<file path="src/mbpwm_defines.svh">
// Purpose: Constants for the match based PWM generator: widths, counts, reset values.
// Assumes: Included by bare name from the package and the design modules.
// Notes:   Definitions only; the guard allows several inclusions.
//
// Functional notes
// - The counter advances on peripheral clock ticks and is compared with seven match values that raise actions or interrupt requests.
// - A 32-bit counter sits behind a programmable 32-bit prescaler that divides the clock.
// - In PWM mode a hit on the cycle match register restarts the count from zero and sets the common period.
// - Every single-edge output goes high when the cycle match register hits, at the start of each cycle.
// - A single-edge output falls when its own match register hits.
// - Each further single-edge output uses one more match register and shares the common period.
// - A double-edge output rises on one match register and falls on the next, neither being the cycle match register.
// - Each further double-edge output uses two more match registers and shares the common period.
// - A double-edge output gives a positive pulse when its rise count comes first and a negative pulse when its fall count comes first.
// - A match can leave the counter running and optionally request an interrupt.
// - A match can halt the counter and optionally request an interrupt.
// - A match can reset the counter to zero and optionally request an interrupt.
// - New match values act only after software releases them and, in PWM mode, only at a cycle boundary or a counter reset.
// - With PWM mode off the block is a plain timer with match functions only.
// - A single-edge output whose fall coincides with the cycle match stays low instead of rising.
`ifndef MBPWM_DEFINES_SVH
`define MBPWM_DEFINES_SVH

// ----------------------------------------------------------------------------
// Sizes
// ----------------------------------------------------------------------------
`define MBPWM_CNT_W      32
`define MBPWM_NUM_MATCH  7
`define MBPWM_NUM_OUT    6
`define MBPWM_CYCLE_IDX  0

// ----------------------------------------------------------------------------
// Reset values
// ----------------------------------------------------------------------------
`define MBPWM_CNT_RST    32'h0000_0000
`define MBPWM_MATCH_RST  32'h0000_0000
`define MBPWM_FLAG_RST   7'h00
`define MBPWM_OUT_RST    6'h00

`endif

</file>
<file path="src/mbpwm_pkg.sv">
// Purpose: Types shared by the PWM generator modules.
// Assumes: Constants come from mbpwm_defines.svh.
// Notes:   Each module keeps all of its state in one struct from here.
`include "mbpwm_defines.svh"

package mbpwm_pkg;

  typedef logic [`MBPWM_CNT_W-1:0] mbpwm_word_type;
  typedef logic [`MBPWM_NUM_MATCH-1:0][`MBPWM_CNT_W-1:0] mbpwm_match_array_type;

  // ----------------------------------------------------------------------------
  // Counter run states
  // ----------------------------------------------------------------------------
  typedef enum logic [1:0] {
    MBPWM_IDLE,
    MBPWM_RUN,
    MBPWM_HALT
  } mbpwm_run_type;

  typedef struct packed {
    mbpwm_word_type count;
  } mbpwm_presc_state_type;

  typedef struct packed {
    mbpwm_match_array_type          active;
    logic [`MBPWM_NUM_MATCH-1:0]    pending;
  } mbpwm_shadow_state_type;

  typedef struct packed {
    mbpwm_run_type                  run;
    mbpwm_word_type                 count;
    logic [`MBPWM_NUM_OUT:1]        pwm;
    logic [`MBPWM_NUM_MATCH-1:0]    hit;
    logic [`MBPWM_NUM_MATCH-1:0]    irq;
    logic                           halted;
  } mbpwm_main_state_type;

endpackage

</file>
<file path="src/mbpwm_prescaler.sv">
// Purpose: Prescale divider that produces one advance strobe per prescale period.
// Assumes: All inputs come from logic on mclk.
// Notes:   A prescale value of zero gives a strobe on every running clock.
`timescale 1ns/100ps
`include "mbpwm_defines.svh"

module mbpwm_prescaler (
  input  wire logic                        mclk,
  input  wire logic                        rst_b,
  input  wire logic                        run,
  input  wire logic                        clear,
  input  wire mbpwm_pkg::mbpwm_word_type   prescaleValue,
  output mbpwm_pkg::mbpwm_word_type        count,
  output logic                             tick
);

  mbpwm_pkg::mbpwm_presc_state_type state;
  mbpwm_pkg::mbpwm_presc_state_type next_state;

  assign count = state.count;
  assign tick  = run && (state.count == prescaleValue);

  always_comb begin
    next_state = state;
    if (clear) begin
      next_state.count = `MBPWM_CNT_RST;
    end else if (tick) begin
      next_state.count = `MBPWM_CNT_RST;
    end else if (run) begin
      next_state.count = state.count + 32'h0000_0001;
    end
  end

  always_ff @(posedge mclk or negedge rst_b) begin
    if (!rst_b) begin
      state.count <= `MBPWM_CNT_RST;
    end else begin
      state <= next_state;
    end
  end

endmodule

</file>
<file path="src/mbpwm_match_shadow.sv">
// Purpose: Active copies of the seven match values, loaded only after release.
// Assumes: Software holds each matchValue steady from release until it is applied.
// Notes:   Values are taken from the port at the moment of application.
`timescale 1ns/100ps
`include "mbpwm_defines.svh"

module mbpwm_match_shadow (
  input  wire logic                                mclk,
  input  wire logic                                rst_b,
  input  wire mbpwm_pkg::mbpwm_match_array_type    matchValue,
  input  wire logic [`MBPWM_NUM_MATCH-1:0]         latchRequest,
  input  wire logic                                applyNow,
  output mbpwm_pkg::mbpwm_match_array_type         activeMatch,
  output logic [`MBPWM_NUM_MATCH-1:0]              latchPending
);

  mbpwm_pkg::mbpwm_shadow_state_type state;
  mbpwm_pkg::mbpwm_shadow_state_type next_state;

  assign activeMatch  = state.active;
  assign latchPending = state.pending;

  always_comb begin
    logic [`MBPWM_NUM_MATCH-1:0] released;
    released   = state.pending | latchRequest;
    next_state = state;
    next_state.pending = released;
    if (applyNow) begin
      // A release in the same cycle as the apply is taken now, not lost
      for (int i = 0; i < `MBPWM_NUM_MATCH; i++) begin
        if (released[i]) begin
          next_state.active[i] = matchValue[i];
        end
      end
      next_state.pending = `MBPWM_FLAG_RST;
    end
  end

  always_ff @(posedge mclk or negedge rst_b) begin
    if (!rst_b) begin
      state.active  <= {`MBPWM_NUM_MATCH{`MBPWM_MATCH_RST}};
      state.pending <= `MBPWM_FLAG_RST;
    end else begin
      state <= next_state;
    end
  end

endmodule

</file>
<file path="src/mbpwm_generator.sv">
// Purpose: Timer with seven match registers and six PWM outputs; output 1 is single edge, outputs 2 to 6 single or double edge.
// Assumes: Configuration ports are driven by logic on mclk and held as levels.
// Notes:   Match 0 is the cycle match; output n falls on match n and, when
//          double edged, rises on match n-1.
`timescale 1ns/100ps
`include "mbpwm_defines.svh"

module mbpwm_generator (
  input  wire logic                                mclk,
  input  wire logic                                rst_b,
  input  wire logic                                counterEnable,
  input  wire logic                                counterReset,
  input  wire logic                                pwmEnable,
  input  wire mbpwm_pkg::mbpwm_word_type           prescaleValue,
  input  wire mbpwm_pkg::mbpwm_match_array_type    matchValue,
  input  wire logic [`MBPWM_NUM_MATCH-1:0]         latchRequest,
  input  wire logic [`MBPWM_NUM_MATCH-1:0]         matchIrqEnable,
  input  wire logic [`MBPWM_NUM_MATCH-1:0]         matchResetEnable,
  input  wire logic [`MBPWM_NUM_MATCH-1:0]         matchStopEnable,
  input  wire logic [`MBPWM_NUM_OUT:2]             doubleEdgeSelect,
  input  wire logic [`MBPWM_NUM_OUT:1]             outputEnable,
  output logic [`MBPWM_NUM_OUT:1]                  pwmOut,
  output mbpwm_pkg::mbpwm_word_type                timerCount,
  output mbpwm_pkg::mbpwm_word_type                prescaleCount,
  output logic [`MBPWM_NUM_MATCH-1:0]              matchHit,
  output logic [`MBPWM_NUM_MATCH-1:0]              matchIrq,
  output logic                                     counterHalted,
  output logic [`MBPWM_NUM_MATCH-1:0]              latchPending
);

  // ----------------------------------------------------------------------------
  // State
  // ----------------------------------------------------------------------------
  mbpwm_pkg::mbpwm_main_state_type   state;
  mbpwm_pkg::mbpwm_main_state_type   next_state;
  mbpwm_pkg::mbpwm_match_array_type  activeMatch;
  logic                              tick;
  logic                              running;
  logic [`MBPWM_NUM_MATCH-1:0]       hitNow;
  logic                              cycleHit;
  logic                              applyNow;

  // ----------------------------------------------------------------------------
  // Helpers
  // ----------------------------------------------------------------------------
  function automatic logic [`MBPWM_NUM_MATCH-1:0] match_hits(
    input mbpwm_pkg::mbpwm_match_array_type values,
    input mbpwm_pkg::mbpwm_word_type        count,
    input logic                             strobe
  );
    logic [`MBPWM_NUM_MATCH-1:0] hits;
    hits = '0;
    for (int i = 0; i < `MBPWM_NUM_MATCH; i++) begin
      hits[i] = strobe && (values[i] == count);
    end
    return hits;
  endfunction

  // Set and clear for one output; the clear wins so that a fall landing on the
  // same tick as the rise gives a constant low rather than a runt pulse.
  function automatic logic edge_update(
    input logic current,
    input logic setHit,
    input logic clearHit
  );
    logic result;
    result = current;
    if (setHit) begin
      result = 1'b1;
    end
    if (clearHit) begin
      result = 1'b0;
    end
    return result;
  endfunction

  // ----------------------------------------------------------------------------
  // Prescaler and released match values
  // ----------------------------------------------------------------------------
  assign running = (state.run == mbpwm_pkg::MBPWM_RUN) && !counterReset;

  mbpwm_prescaler u_prescaler (
    .mclk          (mclk),
    .rst_b         (rst_b),
    .run           (running),
    .clear         (counterReset),
    .prescaleValue (prescaleValue),
    .count         (prescaleCount),
    .tick          (tick)
  );

  assign hitNow   = match_hits(activeMatch, state.count, tick);
  assign cycleHit = hitNow[`MBPWM_CYCLE_IDX];

  // In timer mode a release acts at once; in PWM mode it waits for the cycle
  // boundary, or for a counter reset when no cycle is running.
  assign applyNow = !pwmEnable || cycleHit || counterReset;

  mbpwm_match_shadow u_shadow (
    .mclk         (mclk),
    .rst_b        (rst_b),
    .matchValue   (matchValue),
    .latchRequest (latchRequest),
    .applyNow     (applyNow),
    .activeMatch  (activeMatch),
    .latchPending (latchPending)
  );

  // ----------------------------------------------------------------------------
  // Outputs
  // ----------------------------------------------------------------------------
  assign pwmOut        = state.pwm;
  assign timerCount    = state.count;
  assign matchHit      = state.hit;
  assign matchIrq      = state.irq;
  assign counterHalted = state.halted;

  // ----------------------------------------------------------------------------
  // Next state
  // ----------------------------------------------------------------------------
  always_comb begin
    logic                        resetHit;
    logic                        stopHit;
    logic                        setHit;
    logic                        clearHit;
    logic [`MBPWM_NUM_OUT:1]     nextPwm;
    resetHit = |(hitNow & matchResetEnable);
    stopHit  = |(hitNow & matchStopEnable);
    setHit   = 1'b0;
    clearHit = 1'b0;
    nextPwm  = state.pwm;
    next_state = state;

    // Reported hits and interrupt requests last one cycle each
    next_state.hit = hitNow;
    next_state.irq = hitNow & matchIrqEnable;

    // Cycle match restarts the period whenever PWM mode is on
    if (pwmEnable && cycleHit) begin
      resetHit = 1'b1;
    end

    case (state.run)
      mbpwm_pkg::MBPWM_IDLE: begin
        if (counterEnable) begin
          next_state.run = mbpwm_pkg::MBPWM_RUN;
        end
      end
      mbpwm_pkg::MBPWM_RUN: begin
        if (!counterEnable) begin
          next_state.run = mbpwm_pkg::MBPWM_IDLE;
        end else if (stopHit) begin
          next_state.run = mbpwm_pkg::MBPWM_HALT;
        end
      end
      mbpwm_pkg::MBPWM_HALT: begin
        // Software restarts a halted counter by dropping and raising the enable
        if (!counterEnable) begin
          next_state.run = mbpwm_pkg::MBPWM_IDLE;
        end
      end
      default: begin
        next_state.run = mbpwm_pkg::MBPWM_IDLE;
      end
    endcase
    // Registered copy so the halt status pin comes straight from a flop
    next_state.halted = (next_state.run == mbpwm_pkg::MBPWM_HALT);

    // Counter: reset beats stop beats advance
    if (counterReset) begin
      next_state.count = `MBPWM_CNT_RST;
    end else if (resetHit) begin
      next_state.count = `MBPWM_CNT_RST;
    end else if (stopHit) begin
      next_state.count = state.count;
    end else if (tick) begin
      next_state.count = state.count + 32'h0000_0001;
    end

    // Outputs: output n always falls on match n; the rise comes either from
    // the cycle match or, when double edged, from match n-1.
    // Output 1 has no double edge option
    nextPwm[1] = edge_update(state.pwm[1], cycleHit, hitNow[1]);
    for (int n = 2; n <= `MBPWM_NUM_OUT; n++) begin
      if (doubleEdgeSelect[n]) begin
        setHit = hitNow[n-1];
      end else begin
        setHit = cycleHit;
      end
      clearHit = hitNow[n];
      // Clear wins, so a fall on the cycle match keeps the output low
      nextPwm[n] = edge_update(state.pwm[n], setHit, clearHit);
    end

    // Timer mode, or a disabled channel, keeps the pin low
    if (!pwmEnable) begin
      next_state.pwm = `MBPWM_OUT_RST;
    end else begin
      next_state.pwm = nextPwm & outputEnable;
    end
  end

  // ----------------------------------------------------------------------------
  // Registers
  // ----------------------------------------------------------------------------
  always_ff @(posedge mclk or negedge rst_b) begin
    if (!rst_b) begin
      state.run   <= mbpwm_pkg::MBPWM_IDLE;
      state.count <= `MBPWM_CNT_RST;
      state.pwm   <= `MBPWM_OUT_RST;
      state.hit   <= `MBPWM_FLAG_RST;
      state.irq   <= `MBPWM_FLAG_RST;
      state.halted <= 1'b0;
    end else begin
      state <= next_state;
    end
  end

endmodule

</file>
<file path="config.mk">
export PLATFORM = sky130hd
export DESIGN_NAME = mbpwm_generator
export DESIGN_NICKNAME = d
export VERILOG_FILES = /design/src/mbpwm_pkg.sv /design/src/mbpwm_prescaler.sv /design/src/mbpwm_match_shadow.sv /design/src/mbpwm_generator.sv
export VERILOG_INCLUDE_DIRS = /design/src /design/src/src
export SDC_FILE = /design/constraint.sdc
export NUM_CORES = 1
export LEC_CHECK = 0
export BUFFER_PORTS_ARGS = -buffer_cell sky130_fd_sc_hd__buf_2
export CORE_MARGIN = 10
export CORE_UTILIZATION = 55
export DETAILED_ROUTE_END_ITERATION = 12
export HOLD_SLACK_MARGIN = 0.08
export PLACE_DENSITY_LB_ADDON = 0.2
export SLEW_MARGIN = 40
export SYNTH_ARGS = -nofsm -noshare
export SYNTH_HDL_FRONTEND = slang
export SYNTH_SLANG_ARGS = --single-unit
</file>
<file path="constraint.sdc">
create_clock -name mclk -period 3.16 [get_ports mclk]
set_clock_uncertainty 0.1 [all_clocks]
set_input_delay 0.632 -clock mclk [delete_from_list [all_inputs] [get_ports mclk]]
set_output_delay 0.632 -clock mclk [all_outputs]
set_load 0.05 [all_outputs]
</file>
* Word level (Yosys, flattened, before mapping)
Index checks and enable logic that the tools add are counted.
** Word-level totals
- Bits in registers :: 318
- Input port bits :: 300
- Output and inout bits :: 92
- Logic and storage cells :: 93
** Cells by class
- $add $sub $neg :: 2
- Equal/unequal tests :: 12
- Muxes and demuxes :: 32
- Bitwise gates (word level) :: 5
- Reductions and logical operators :: 27
** Operators by type and width (count)
- $eq 32x32->1 :: 8
- $mux 32 :: 7
- $add 32x1->32 const B :: 2
- $and 7x7->7 :: 3
- $mux 1 :: 18
- $reduce_and 2->1 :: 8
- $reduce_or 7->1 :: 2
- $logic_and 1x1->1 :: 10
- $mux 2 :: 4
- $mux 7 :: 1
- $or 7x7->7 :: 1
- $and 6x6->6 :: 1
- $mux 6 :: 1
- $pmux 2 s3 :: 1
- $reduce_bool 3->1 :: 2
- $eq 2x2->1 const B :: 2
- $ne 3x2->1 const B :: 1
- $eq 2x1->1 const B :: 1
- $logic_not 1->1 :: 2
- $logic_not 2->1 :: 1
- $logic_or 1x1->1 :: 2

* Longest topological paths before layout
Gate-level depths: netlist (run 1).
- Depth in word-level cells :: 10
- Depth in mapped cells :: 12
- Depth with buffers taken out :: 9

* By module
From an unflattened synthesis (run 1), not the netlist that was laid out.
** Unflattened totals
- Cells, all modules :: 1560
- Area total of the unflattened synthesis :: 17971.0 µm²
** Modules (own cells, without submodules)
- mbpwm_match_shadow :: times used 1, cells each 498, area an instance 8964.8 µm²
- mbpwm_generator :: times used 1, cells each 809, area an instance 6721.4 µm²
- mbpwm_prescaler :: times used 1, cells each 253, area an instance 2284.7 µm²

* Least setup slack after synthesis (run 1)
No wires, ideal clock.
- Path kind :: register to register
- From :: reg u_prescaler.count[21] (netlist name)
- To :: reg u_shadow.state, in the netlist u_shadow.activeMatch[100]
- Setup time :: 0.127 ns
- Arrival time :: 2.829 ns
- Required time :: 2.933 ns
- Path slack :: 0.104 ns
- Stages on the path, launching flop included :: 12
- Path buffers :: 3
- Clock period less this slack :: 3.056 ns
- Cells stage by stage :: dfrtp_1 > xnor2_1 > nand4_1 > nor4_1 > nand3_2 > nand2b_4 > buf_6 > and3b_1 > buf_6 > nor2_8 > buf_8 > mux2_1
** On the way
- Cells in the longest elaborated chain, start to end :: 6
** RTL lines
- $eq 32x32->1 :: RTL line mbpwm_prescaler.sv:21 : assign tick = run && (state.count == prescaleValue);
- $logic_and 1x1->1 :: RTL line mbpwm_prescaler.sv:21
- $logic_and 1x1->1 :: RTL line mbpwm_generator.sv:54 : hits[i] = strobe && (values[i] == count);
- $logic_or 1x1->1 (2 in a row) :: RTL line mbpwm_generator.sv:97 : assign applyNow = !pwmEnable || cycleHit || counterReset;
- $reduce_and 2->1 (no line)
- end signal, assigned :: RTL line mbpwm_match_shadow.sv:44 : state <= next_state;
- end, declared :: RTL line mbpwm_match_shadow.sv:17 : mbpwm_pkg::mbpwm_shadow_state_type state;
Every way passes these cells.
A chain may end at the register's enable or synchronous reset.

* Worst setup path in the final report (run 1)
- From :: reg state, in the netlist timerCount[17]
- To :: reg state, in the netlist timerCount[28]
** On the way
- Cells in the longest elaborated chain, start to end :: 7
** RTL lines
- start, declared :: RTL line mbpwm_generator.sv:34 : mbpwm_pkg::mbpwm_main_state_type state;
- start signal, assigned :: RTL line mbpwm_generator.sv:215 : state <= next_state;
- branches (longest 7 deep; another with $add 32x1->32)
Several ways; the timed one is not identified. The select of a mux whose other input is x is not followed.

==> results of run 1 <==
what timing repair did:
action | in CTS | in global routing
hold buffers | 1 | 0
endpoints found under the setup margin | 231 | 229
gates resized for setup | 1 | 10
hold endpoints to repair | 74 | 0
pin swaps | 0 | 1
buffers inserted | 0 | 1
synthesized netlist by cell type, types with 28 or more instances:
cell type and number:
sky130_fd_sc_hd__nand4_1 50, sky130_fd_sc_hd__nand2_1 53, sky130_fd_sc_hd__nor4_1 52, sky130_fd_sc_hd__buf_4 57, sky130_fd_sc_hd__mux2_1 210, sky130_fd_sc_hd__nor2_1 58
sky130_fd_sc_hd__xor2_1 165, sky130_fd_sc_hd__dfrtp_1 318, sky130_fd_sc_hd__o21ai_0 41, sky130_fd_sc_hd__xnor2_1 106, sky130_fd_sc_hd__nand3_1 28, sky130_fd_sc_hd__buf_2 34
sky130_fd_sc_hd__a21oi_1 28
logic make-up (layout without fill, tap and decap cells):
kind of cell    count (synthesis)  after routing
compound gates                118            118
other cells                     0              9
buf+inv                       154            626
xor+xnor                      271            271
fa+ha+maj                       2              2
simple gates                  334            334
mux                           226            226
flops                         318            318
state kept, by name, summed over array words and instances, names as in the netlist:
name,cells
counterHalted,1
matchHit,7
matchIrq,7
pwmOut,6
state,2
timerCount,32
u_prescaler.count,32
u_shadow.activeMatch,224
u_shadow.latchPending,7
through the flow:
| stage | setup WS [ps] | hold WS, ps | setup TNS (ps) | utilization |
|---|---|---|---|---|
| floorplan | 103.6 | 236.4 | 0 | - |
| global placement | -55.22 | 327.6 | -5844 | 0.6578 |
| detailed placement | -129.6 | 335.2 | -16600 | 0.6578 |
| CTS | 17.61 | 196.4 | 0 | 0.6963 |
| global route | 23.94 | 211.5 | 0 | 0.6983 |
| finish | 110.4 | 208.7 | 0 | 0.6987 |
critical path: stages, from the launching register on:
cell,delay [ps]
sky130_fd_sc_hd__dfrtp_1,500
sky130_fd_sc_hd__xor2_1,230
sky130_fd_sc_hd__nor4_2,370
sky130_fd_sc_hd__buf_4,180
sky130_fd_sc_hd__nand4_1,190
sky130_fd_sc_hd__or2_2,380
sky130_fd_sc_hd__o2111ai_2,170
sky130_fd_sc_hd__buf_4,190
sky130_fd_sc_hd__nor4_2,60
sky130_fd_sc_hd__buf_4,200
sky130_fd_sc_hd__and3_1,180
sky130_fd_sc_hd__o21ba_2,200
area by class of cell:
class	count	area (sq um)	area share
Clock buffer	53	1045	0.05019
Antenna cell	9	22.52	0.001082
Multi-Input combinational cell	951	7676	0.3687
Timing Repair Buffer	536	3433	0.1649
Sequential cell	318	7961	0.3824
Tap cell	390	488.0	0.02344
Inverter	27	101.3	0.004868
Clock inverter	10	90.09	0.004327
worst paths after layout:
check / endpoint / startpoint / slack [ps]
worst max-delay path: timerCount[28]$_DFFE_PN0P_ / timerCount[17]$_DFFE_PN0P_ / 110
worst min-delay path: matchIrq[3]$_DFF_PN0_ / matchIrqEnable[3] / 210
worst max register to register: timerCount[28]$_DFFE_PN0P_ / timerCount[17]$_DFFE_PN0P_ / 110
worst min register to register: state[53]$_DFF_PN0_ / state[54]$_DFF_PN0_ / 340
max in group asynchronous: u_shadow.activeMatch[105]$_DFFE_PN0P_ / rst_b / 1510
min in group asynchronous: u_shadow.activeMatch[136]$_DFFE_PN0P_ / rst_b / 620
layer usage:
layer / vias to the layer above / wire, um
li1: 5788 / -
met1: 6505 / 22000
met2: 595 / 27790
met3: 111 / 5011
met4: 16 / 1687
met5: - / 119
power by group through the flow:
stage               Clock [mW]  Combinational, mW  Sequential (mW)
finish                    4.05               1.40             4.79
detailed placement           0               1.39             4.86
global route              4.26               1.52             4.83
floorplan                    0              0.863             4.79
CTS                       4.09               1.41             4.79
global placement             0               1.34             4.83
==> parameters.txt, run 1 <==
Parameter                              Value

Layout
  Layout net count    2,172
  Share of post-route cells with drive strength above 1    0.3420
  Layout fillers    2,255
  Non-filler instance count after layout    2,294
  Most common cell after layout, fill and taps aside    sky130_fd_sc_hd__buf_2
  Layout overhead on the synthesized area    24.79%
  Highest-count cells in the layout ignoring fill and taps    sky130_fd_sc_hd__buf_2 (390), sky130_fd_sc_hd__dfrtp_1 (315), sky130_fd_sc_hd__mux2_1 (210)
  Area of all placed cells without fillers    20,820 sq um

Synth
  Synthesis Warnings    0
  Area share of the largest cell type after synthesis    0.4770
  Post-synthesis compound-gate area fraction    0.04538
  EDFF count, synth    0
  Synthesized-area fraction occupied by adder cells    0.001500
  Async S/R FF share, synth    1.000
  Most used flip-flop cell after synthesis    sky130_fd_sc_hd__dfrtp_1
  Distinct cell type count after synthesis    58
  Post-synthesis share of cell area spent on xor and xnor gates    0.1423
  Netlist area before placement    16,680 sq um
  Dominant combinational cell family by area after synthesis    multiplexers
  Total nets after synthesis    1,725
  Post-synthesis sequential area ratio    0.4770
  Most area-consuming cells after synthesis    sky130_fd_sc_hd__dfrtp_1 (48%), sky130_fd_sc_hd__mux2_1 (14%), sky130_fd_sc_hd__xor2_1 (8.7%)
  Post-synthesis mux area share    0.1524
  Mean post-synth cell area    11.72 sq um
  Number of flip-flops and latches in the synthesized netlist    318
  Gate count after technology mapping    1,423
  Cell type contributing the most total cell area after synthesis    sky130_fd_sc_hd__dfrtp_1
  Simple-gate area share of the yosys netlist    0.1158

Placed design
  Placed cell count    2,220
  I/O Buffers    391
  Total cell area at the placement stage    19,600 sq um
  Placer's final routability congestion estimate    0.9142
  Detailed placement HPWL    44,200 um

Clocking
  Clock transition at the registers of the reported paths    60 ps
  CTS tree    built
  Count of H-tree levels built during CTS    2
  Clock root cell    sky130_fd_sc_hd__clkbuf_16
  Clock buffer count from CTS    36
  Clock latency reported for the late side of the worst-skew pair    530 ps
  Number of sinks driven by the clock tree    318
  Max Root-Sink Buffers    3

GRT
  Vias in the first global route    13,785
  Aggregate global routing overflow    0
  Most utilized layer in the global route result    met2
  Maximum number of pins on one net before global-route repair    79
  Total track usage    0.2906
  Number of antenna violations at the first check in global routing    19
  Met1 usage in global routing    0.3528
  Met2 usage    0.4921
  GR met3 Demand/Resource    0.07970
  Wire length of the first global-routing pass    84,680 um

Routing
  Residual antenna-violating net count after detailed routing    0
  DRT iter0 DRCs    929
  Final routed wire length divided by cell count    24.68 um
  TritonRoute pass-1 iters    5
  Post-detailed-routing wire length    56,610 um
  DRC violation count after routing    0
  Via Count    13,015
  Via-to-Cell Ratio    5.673

Timing
  Max Slew Vio Count    0
  Achievable Freq    327.9 MHz
  Setup repair after global routing missed its margin    no
  Worst slew margin    0.5525
  Fin. Hold Viols    0
  Endpoints failing setup    0
  Tcrit/Tclk final    0.9651
  Actual transition at the worst max-transition pin    671.3 ps
  Min Tclk post-route    3050 ps

Floorplanning
  Die extent in y    194.2 um
  Placeable Area    29,800 sq um
  Initial Utilization    0.5599
  Cell row count    63
  Die Area    37,700 sq um
  X dimension of the die    194.2 um
  I/O pin count    392

Pwr
  Cell leakage power    9.895 nW
  Pwr per Cell Area    491.9 nW/um^2
  Comb power frac    0.137
  Switching pwr    2.629 mW
  Switching part of the total power    0.2568
  Peak supply drop    353.4 uV
  Clock Power Share    0.396
  Total power    10.24 mW
  Sequential power share    0.467
  Internal power    7.611 mW

Worst setup path
  Logic depth of the worst register-to-register path    11
  Setup Crit Path Kind    flop to flop
  Maximum fanout count along the critical path    15
  Crit path arrival time    3340 ps
  Critical path capture point type    flop
  Worst Path Required    3450 ps
  CP Launch Type    flop

Min path
  Hold/Removal Path Class    primary input to flop
  Hold path depth    2

Outcome
  Status    completed

Run
  Number of max-cap violations    0
Note: power is estimated with default switching activity, not from simulation.
==> run 2: changes to the inputs <==
RECOVER_POWER = 25   (was not set)
==> run 2 against run 1 <==
  * The run now ends with max-capacitance violations, max-slew violations left
  * Die area is the same
  * Core utilization shrank 0.10 points
  * Total power barely moved
  * Sequential power about the same
==> parameters.txt, run 2 (synthesized netlist as in run 1, its figures left out) <==
Parameter                              Value

Min path
  Hold/Removal Path Class    primary input to flop
  End point of the worst hold path    matchIrq[5]$_DFF_PN0_
  Hold path depth    2 (unchanged)
  Hold path startpoint    matchIrqEnable[5]

Placed design
  I/O Buffers    391 (unchanged)
  Detailed placement HPWL    44,200 um (unchanged)
  Post-placement worst setup slack    -129.6 ps (unchanged)
  Placer's final routability congestion estimate    0.9142 (unchanged)
  Placed cell count    2,220 (unchanged)

Floorplanning
  Die extent in y    194.2 um (unchanged)
  Cell row count    63 (unchanged)
  Initial Utilization    0.5599 (unchanged)
  X dimension of the die    194.2 um (unchanged)
  Placeable Area    29,800 sq um (unchanged)
  Die Area    37,700 sq um (unchanged)
  I/O pin count    392 (unchanged)

Clocking
  Count of H-tree levels built during CTS    2 (unchanged)
  CTS tree    built
  Max Root-Sink Buffers    3 (unchanged)
  Clock transition at the registers of the reported paths    60 ps (about the same)
  Clock buffer count from CTS    36 (unchanged)
  Clock latency reported for the late side of the worst-skew pair    530 ps (about the same)
  Clock root cell    sky130_fd_sc_hd__clkbuf_16
  Number of sinks driven by the clock tree    318 (unchanged)

Timing
  Endpoints failing setup    0 (unchanged)
  Hold_ws    206.7 ps (-2.084 ps)
  Final setup margin    102.0 ps (-8.370 ps)
  Worst slew margin    -0.4357 (-0.9882)
  Fin. Hold Viols    0 (unchanged)
  Setup repair after global routing missed its margin    no
  Achievable Freq    327.0 MHz (-0.27%)
  Tcrit/Tclk final    0.9677 (+0.002649)
  Actual transition at the worst max-transition pin    2154 ps (+1482 ps)
  Max Slew Vio Count    77 (+77)
  Min Tclk post-route    3058 ps (+8.370 ps)

GRT
  Vias in the first global route    13,785 (unchanged)
  Maximum number of pins on one net before global-route repair    79 (unchanged)
  Total track usage    0.2906 (unchanged)
  Number of antenna violations at the first check in global routing    19 (unchanged)
  Wire length of the first global-routing pass    84,680 um (unchanged)
  Aggregate global routing overflow    0 (unchanged)

Worst setup path
  Setup Crit Path Kind    flop to flop
  Crit. path cell count    11 (unchanged)
  Origin of the critical flop-to-flop path    timerCount[17]$_DFFE_PN0P_
  Max incr delay on CP    500 ps (about the same)
  Largest delay share family, worst path    simple AND/OR/NAND/NOR gates
  Endpoint of the most critical register-to-register path    timerCount[28]$_DFFE_PN0P_
  Worst path buffer plus inverter count    3 (unchanged)
  Maximum fanout count along the critical path    15 (unchanged)
  Slowest cell on the critical path    sky130_fd_sc_hd__dfrtp_1
  Crit path arrival time    3350 ps (about the same)
  Cell-by-cell listing of the critical path    xor2_1 > nor4_2 > buf_4 > nand4_1 > or2_2 > o2111ai_2 > buf_4 > nor4_2 > buf_4 > and3_1 > o21ba_2
  CP Launch Type    flop
  Logic depth of the worst register-to-register path    11 (unchanged)
  Worst Path Required    3450 ps (about the same)
  Most frequent CP cell    sky130_fd_sc_hd__buf_4
  Critical path capture point type    flop
  Reg2reg setup slack    100 ps (about the same)

Outcome
  Status    finished with violations
  Violations in the final reports    max-capacitance violations, max-slew violations

Pwr
  Cell leakage power    9.885 nW (-0.10%)
  Peak supply drop    353.1 uV (about the same)
  Pwr per Cell Area    492.5 nW/um^2 (+0.12%)
  Total power    10.24 mW (about the same)

Layout
  Most common cell after layout, fill and taps aside    sky130_fd_sc_hd__buf_2
  Highest-count cells in the layout ignoring fill and taps    sky130_fd_sc_hd__buf_2 (390), sky130_fd_sc_hd__dfrtp_1 (315), sky130_fd_sc_hd__mux2_1 (210)
  Layout net count    2,172 (unchanged)
  Layout overhead on the synthesized area    24.61%
  Number of flip-flops in the largest register    224 (unchanged)
  Layout fillers    2,259 (+0.18%)
  Non-filler instance count after layout    2,293 (-0.044%)
  Share of post-route cells with drive strength above 1    0.3420 (unchanged)

Routing
  Residual antenna-violating net count after detailed routing    0 (unchanged)
  Post-detailed-routing wire length    56,700 um (+0.16%)
  Via Count    13,020 (+0.038%)
  DRT iter0 DRCs    973 (+4.7%)
  TritonRoute pass-1 iters    5 (unchanged)
  Via-to-Cell Ratio    5.678 (about the same)
  DRC violation count after routing    0 (unchanged)
  Final routed wire length divided by cell count    24.73 um (+0.20%)

Run
  Number of max-cap violations    1 (+1)
==> run 2: metrics by stage <==
step           setup TNS [ps]  area, sq um  utilization
2_1_floorplan               0        16680            -
3_3_place_gp            -5844        19600       0.6578
3_5_place_dp           -16600        19600       0.6578
4_1_cts                     0        20750       0.6963
5_1_grt                     0        20780       0.6974
6_report                    0        20790       0.6977
==> run 2: how the worst max path moves through the flow <==
stage	startpoint	end	slack, ps
floorplan	u_prescaler.count[21]$_DFFE_PN0P_	u_shadow.activeMatch[100]$_DFFE_PN0P_	100
global placement	timerCount[17]$_DFFE_PN0P_	u_shadow.activeMatch[192]$_DFFE_PN0P_	-60
detailed placement	timerCount[17]$_DFFE_PN0P_	u_shadow.activeMatch[193]$_DFFE_PN0P_	-130
CTS	timerCount[17]$_DFFE_PN0P_	u_shadow.activeMatch[193]$_DFFE_PN0P_	20
global route	rst_b	u_shadow.activeMatch[145]$_DFFE_PN0P_	20
finish	timerCount[17]$_DFFE_PN0P_	timerCount[28]$_DFFE_PN0P_	100
==> run 2: power by group <==
part / internal [mW] / switching [mW] / total, mW
Clock: 2.37 / 1.68 / 4.06
Sequential: 4.49 / 0.297 / 4.79
Combinational: 0.743 / 0.653 / 1.40
Total: 7.61 / 2.63 / 10.2
==> run 2: area by class of cell <==
| class | count | area (sq um) | share of cell area |
|---|---|---|---|
| repair buffers | 536 | 3406 | 0.1638 |
| diodes | 8 | 20.02 | 0.0009630 |
| clock inverters | 10 | 90.09 | 0.004334 |
| inverters | 27 | 101.3 | 0.004875 |
| multi-input cells | 951 | 7676 | 0.3693 |
| well taps | 390 | 488.0 | 0.02347 |
| clock buffers | 53 | 1045 | 0.05026 |
| flip-flops and latches | 318 | 7961 | 0.3830 |
==> run 2: timing repair <==
action	in CTS	in global routing
buffers inserted	0	1
endpoints found under the hold margin	74	0
pin swaps	0	1
hold buffers	1	0
setup endpoints to repair	231	229
resized for setup	1	10
==> run 2: metal layers <==
| metal | up-vias | GRT usage | wire length, um |
|---|---|---|---|
| met3 | 120 | 0.07970 | 4862 |
| li1 | 5797 | - | - |
| met5 | - | 0 | 144 |
| met4 | 18 | 0.08887 | 1676 |
| met2 | 598 | 0.4921 | 27850 |
| met1 | 6487 | 0.3528 | 22170 |
==> run 3: changes to the inputs <==
SYNTH_HIERARCHICAL = 1   (was not set)
clock period = 3 ns   (was 3.16 ns; I/O delays follow)
==> run 3 against run 2 <==
  * Cell area rose by 14%
  * First-iteration DRC count rose by 37%
  * The run ends with max-capacitance violations, max-slew violations, negative setup slack left
  * Maximum frequency fell by 12%
  * Critical endpoint is now timerCount[19]$_DFFE_PN0P_
  * Register-to-register slack got worse by 570 ps
  * Highest routed layer unchanged
  * Final cell count rose by 11%
  * Sequential share of layout area fell by 4.7 points
==> parameters.txt, run 3 <==
Parameter                              Value

Layout
  Most common cell after layout, fill and taps aside    sky130_fd_sc_hd__buf_2
  Final core utilization    0.7350 (+0.03735)
  Layout net count    2,394 (+10%)
  Highest-count cells in the layout ignoring fill and taps    sky130_fd_sc_hd__buf_2 (390), sky130_fd_sc_hd__dfrtp_1 (290), sky130_fd_sc_hd__xnor2_1 (188)
  Share of post-route cells with drive strength above 1    0.4785 (+0.1365)
  Non-filler instance count after layout    2,556 (+11%)
  Layout overhead on the synthesized area    32.40%
  Number of flip-flops in the largest register    224 (unchanged)

Timing
  Tcrit/Tclk final    1.155 (+0.1876)
  Fin. Hold Viols    0 (unchanged)
  Actual transition at the worst max-transition pin    1934 ps (-219.7 ps)
  Final setup margin    -465.8 ps (-567.8 ps)
  Endpoints failing setup    264 (+264)
  Hold_ws    193.4 ps (-13.28 ps)
  Worst slew margin    -0.2892 (+0.1465)
  Setup repair after global routing missed its margin    yes
  Min Tclk post-route    3466 ps (+407.8 ps)
  Achievable Freq    288.5 MHz (-12%)
  Max Slew Vio Count    68 (-12%)

Synth
  Number of flip-flops and latches in the synthesized netlist    318 (unchanged)
  Post-synthesis sequential area ratio    0.4428 (-0.03421)
  Gate count after technology mapping    1,560 (+9.6%)
  Netlist area before placement    17,970 sq um (+7.7%)
  Async S/R FF share, synth    1.000 (unchanged)
  Synthesized-area fraction occupied by adder cells    0.001392 (-0.0001076)
  Dominant combinational cell family by area after synthesis    multiplexers
  Area share of the largest cell type after synthesis    0.4428 (-0.03421)
  Most used flip-flop cell after synthesis    sky130_fd_sc_hd__dfrtp_1
  Most area-consuming cells after synthesis    sky130_fd_sc_hd__dfrtp_1 (44%), sky130_fd_sc_hd__xnor2_1 (9.2%), sky130_fd_sc_hd__mux2_2 (8.6%)
  Post-synthesis mux area share    0.1639 (+0.01149)
  Post-synthesis compound-gate area fraction    0.05166 (+0.006284)
  Cell type contributing the most total cell area after synthesis    sky130_fd_sc_hd__dfrtp_1
  Most used standard cell by instance count after synthesis    sky130_fd_sc_hd__dfrtp_1
  Leading post-synthesis cells by instance count    sky130_fd_sc_hd__dfrtp_1 (318), sky130_fd_sc_hd__xnor2_1 (188), sky130_fd_sc_hd__mux2_2 (138)
  Synthesis Warnings    6 (+6)
  Simple-gate area share of the yosys netlist    0.1515 (+0.03570)
  Total nets after synthesis    1,862 (+7.9%)
  Mean post-synth cell area    11.52 sq um (-1.7%)
  EDFF count, synth    0 (unchanged)
  Distinct cell type count after synthesis    75 (+29%)
  Post-synthesis share of cell area spent on xor and xnor gates    0.1227 (-0.01953)

Worst setup path
  Reg2reg setup slack    -470 ps (-570 ps)
  Maximum fanout count along the critical path    6 (-9)
  Crit path arrival time    3750 ps (+400 ps)
  CP Launch Type    flop
  Setup Crit Path Kind    flop to flop
  Endpoint of the most critical register-to-register path    timerCount[19]$_DFFE_PN0P_
  Worst Path Required    3290 ps (-160 ps)
  Critical path capture point type    flop
  Origin of the critical flop-to-flop path    u_prescaler/count[14]$_DFFE_PN0P_
  Logic depth of the worst register-to-register path    15 (+4)

GRT
  Vias in the first global route    15,812 (+15%)
  Maximum number of pins on one net before global-route repair    70 (-11%)
  Wire length of the first global-routing pass    97,450 um (+15%)
  Total track usage    0.3116 (+0.02097)
  Aggregate global routing overflow    0 (unchanged)
  Number of antenna violations at the first check in global routing    2 (-17)

Routing
  Residual antenna-violating net count after detailed routing    0 (unchanged)
  Final routed wire length divided by cell count    25.22 um (+2.0%)
  Post-detailed-routing wire length    64,470 um (+14%)
  DRT iter0 DRCs    1,332 (+37%)
  Via-to-Cell Ratio    5.811 (+2.3%)
  TritonRoute pass-1 iters    5 (unchanged)
  Via Count    14,853 (+14%)
  DRC violation count after routing    0 (unchanged)

Pwr
  Peak supply drop    515.8 uV (+46%)
  Pwr per Cell Area    481.9 nW/um^2 (-2.2%)
  Cell leakage power    10.78 nW (+9.0%)

Clocking
  Number of sinks driven by the clock tree    318 (unchanged)
  Clock root cell    sky130_fd_sc_hd__clkbuf_16
  Count of H-tree levels built during CTS    2 (unchanged)
  Clock buffer count from CTS    37 (+2.8%)
  Clock latency reported for the late side of the worst-skew pair    520 ps (about the same)
  Clock transition at the registers of the reported paths    60 ps (about the same)
  Max Root-Sink Buffers    3 (unchanged)
  CTS tree    built

Min path
  Hold path startpoint    matchIrqEnable[5]
  Hold/Removal Path Class    primary input to flop
  End point of the worst hold path    matchIrq[5]$_DFF_PN0_
  Hold path depth    2 (unchanged)

Floorplanning
  I/O pin count    392 (unchanged)
  Cell row count    66 (+4.8%)
  Die Area    40,300 sq um (+6.9%)
  Die extent in y    200.8 um (+3.4%)
  X dimension of the die    200.8 um (+3.4%)
  Placeable Area    32,370 sq um (+8.6%)
  Initial Utilization    0.5552 (-0.004725)

Placed design
  Detailed placement HPWL    47,790 um (+8.1%)
  Placed cell count    2,448 (+10%)
  Placer's final routability congestion estimate    0.9360 (+2.4%)
  I/O Buffers    391 (unchanged)
  Post-placement worst setup slack    -1222 ps (-1093 ps)

Outcome
  Status    finished with violations
  Violations in the final reports    max-capacitance violations, max-slew violations, negative setup slack

Run
  Number of max-cap violations    1 (unchanged)
==> run 3: changes by cell type after synthesis, sizes merged, moves of 12 or more <==
cell	change
nor2	-27
nor4	-12
nand4	+47
nand2b	+40
nand2	+19
xnor2	+82
or3	+12
xor2	-102
a21oi	-14
a21boi	+15
or4	+16
nand3	+24
==> run 3: critical path: stages (launching register included) <==
cell                        delay, ps
sky130_fd_sc_hd__dfrtp_2          420
sky130_fd_sc_hd__xor2_2           170
sky130_fd_sc_hd__nor4_4           340
sky130_fd_sc_hd__nand4_1          260
sky130_fd_sc_hd__nor3_4           290
sky130_fd_sc_hd__buf_6            160
sky130_fd_sc_hd__inv_4             50
sky130_fd_sc_hd__nor4_4           220
sky130_fd_sc_hd__nor4bb_2         270
sky130_fd_sc_hd__nand4_1          160
sky130_fd_sc_hd__buf_6            160
sky130_fd_sc_hd__o221ai_4         210
sky130_fd_sc_hd__a2111oi_4        100
sky130_fd_sc_hd__buf_6            150
sky130_fd_sc_hd__clkbuf_16        150
sky130_fd_sc_hd__a21boi_1         120
==> run 3: cells by family after synthesis <==
group,after synthesis
multiplexers,232
AO/OA/AOI/OAI,123
flip-flops,318
adder cells (fa/ha/maj),2
buffers and inverters,166
XOR/XNOR,251
AND/OR/NAND/NOR,468
==> run 3: through the flow <==
stage	TNS, ps	area, sq um	power (mW)
5_1_grt	-106000	23790	11.88
3_3_place_gp	-269300	21550	6.957
6_report	-82280	23790	11.47
4_1_cts	-70590	23640	11.46
2_1_floorplan	-43080	18060	6.299
3_5_place_dp	-259740	21560	7.019
==> run 3: worst max-delay path by stage <==
stage	depth (start not counted)	endpoint	start
detailed placement	15	timerCount[3]$_DFFE_PN0P_	prescaleValue[14]
CTS	15	timerCount[3]$_DFFE_PN0P_	u_prescaler/count[8]$_DFFE_PN0P_
global placement	14	timerCount[1]$_DFFE_PN0P_	prescaleValue[14]
finish	15	timerCount[19]$_DFFE_PN0P_	u_prescaler/count[14]$_DFFE_PN0P_
floorplan	15	timerCount[10]$_DFFE_PN0P_	u_prescaler/count[3]$_DFFE_PN0P_
global route	16	timerCount[18]$_DFFE_PN0P_	u_prescaler/count[14]$_DFFE_PN0P_
==> run 3: final cells by class <==
| type | instances | area [sq um] |
|---|---|---|
| Antenna cell | 1 | 2.502 |
| Timing Repair Buffer | 630 | 4842 |
| Inverter | 29 | 113.9 |
| Clock inverter | 8 | 68.82 |
| Fill cell | 2290 | 8578 |
| Multi-Input combinational cell | 1076 | 9158 |
| Sequential cell | 318 | 7993 |
| Clock buffer | 52 | 1062 |
| Tap cell | 442 | 553.0 |
==> run 3: where the power goes <==
| group | total, mW | switching, mW | internal, mW |
|---|---|---|---|
| logic | 2.04 | 0.861 | 1.18 |
| clock network | 4.31 | 1.78 | 2.53 |
| registers | 5.11 | 0.383 | 4.73 |
| total | 11.5 | 3.02 | 8.45 |
==> run 3: metal layers <==
metal / up-vias / track usage / wire [um]
met2: 748 / 0.5223 / 31000
met4: 2 / 0.1060 / 2360
met3: 159 / 0.06390 / 5045
met1: 7360 / 0.3935 / 26040
met5: - / 0 / 16
li1: 6584 / - / -
==> run 3: repair_timing <==
action | 4_1_cts | 5_1_grt
hold endpoints to repair | 64 | 0
hold buffers | 1 | 0
buffers inserted | 29 | 6
endpoints found under the setup margin | 285 | 274
pin swaps | 15 | 18
gates resized for setup | 57 | 26
gates cloned | 13 | 1
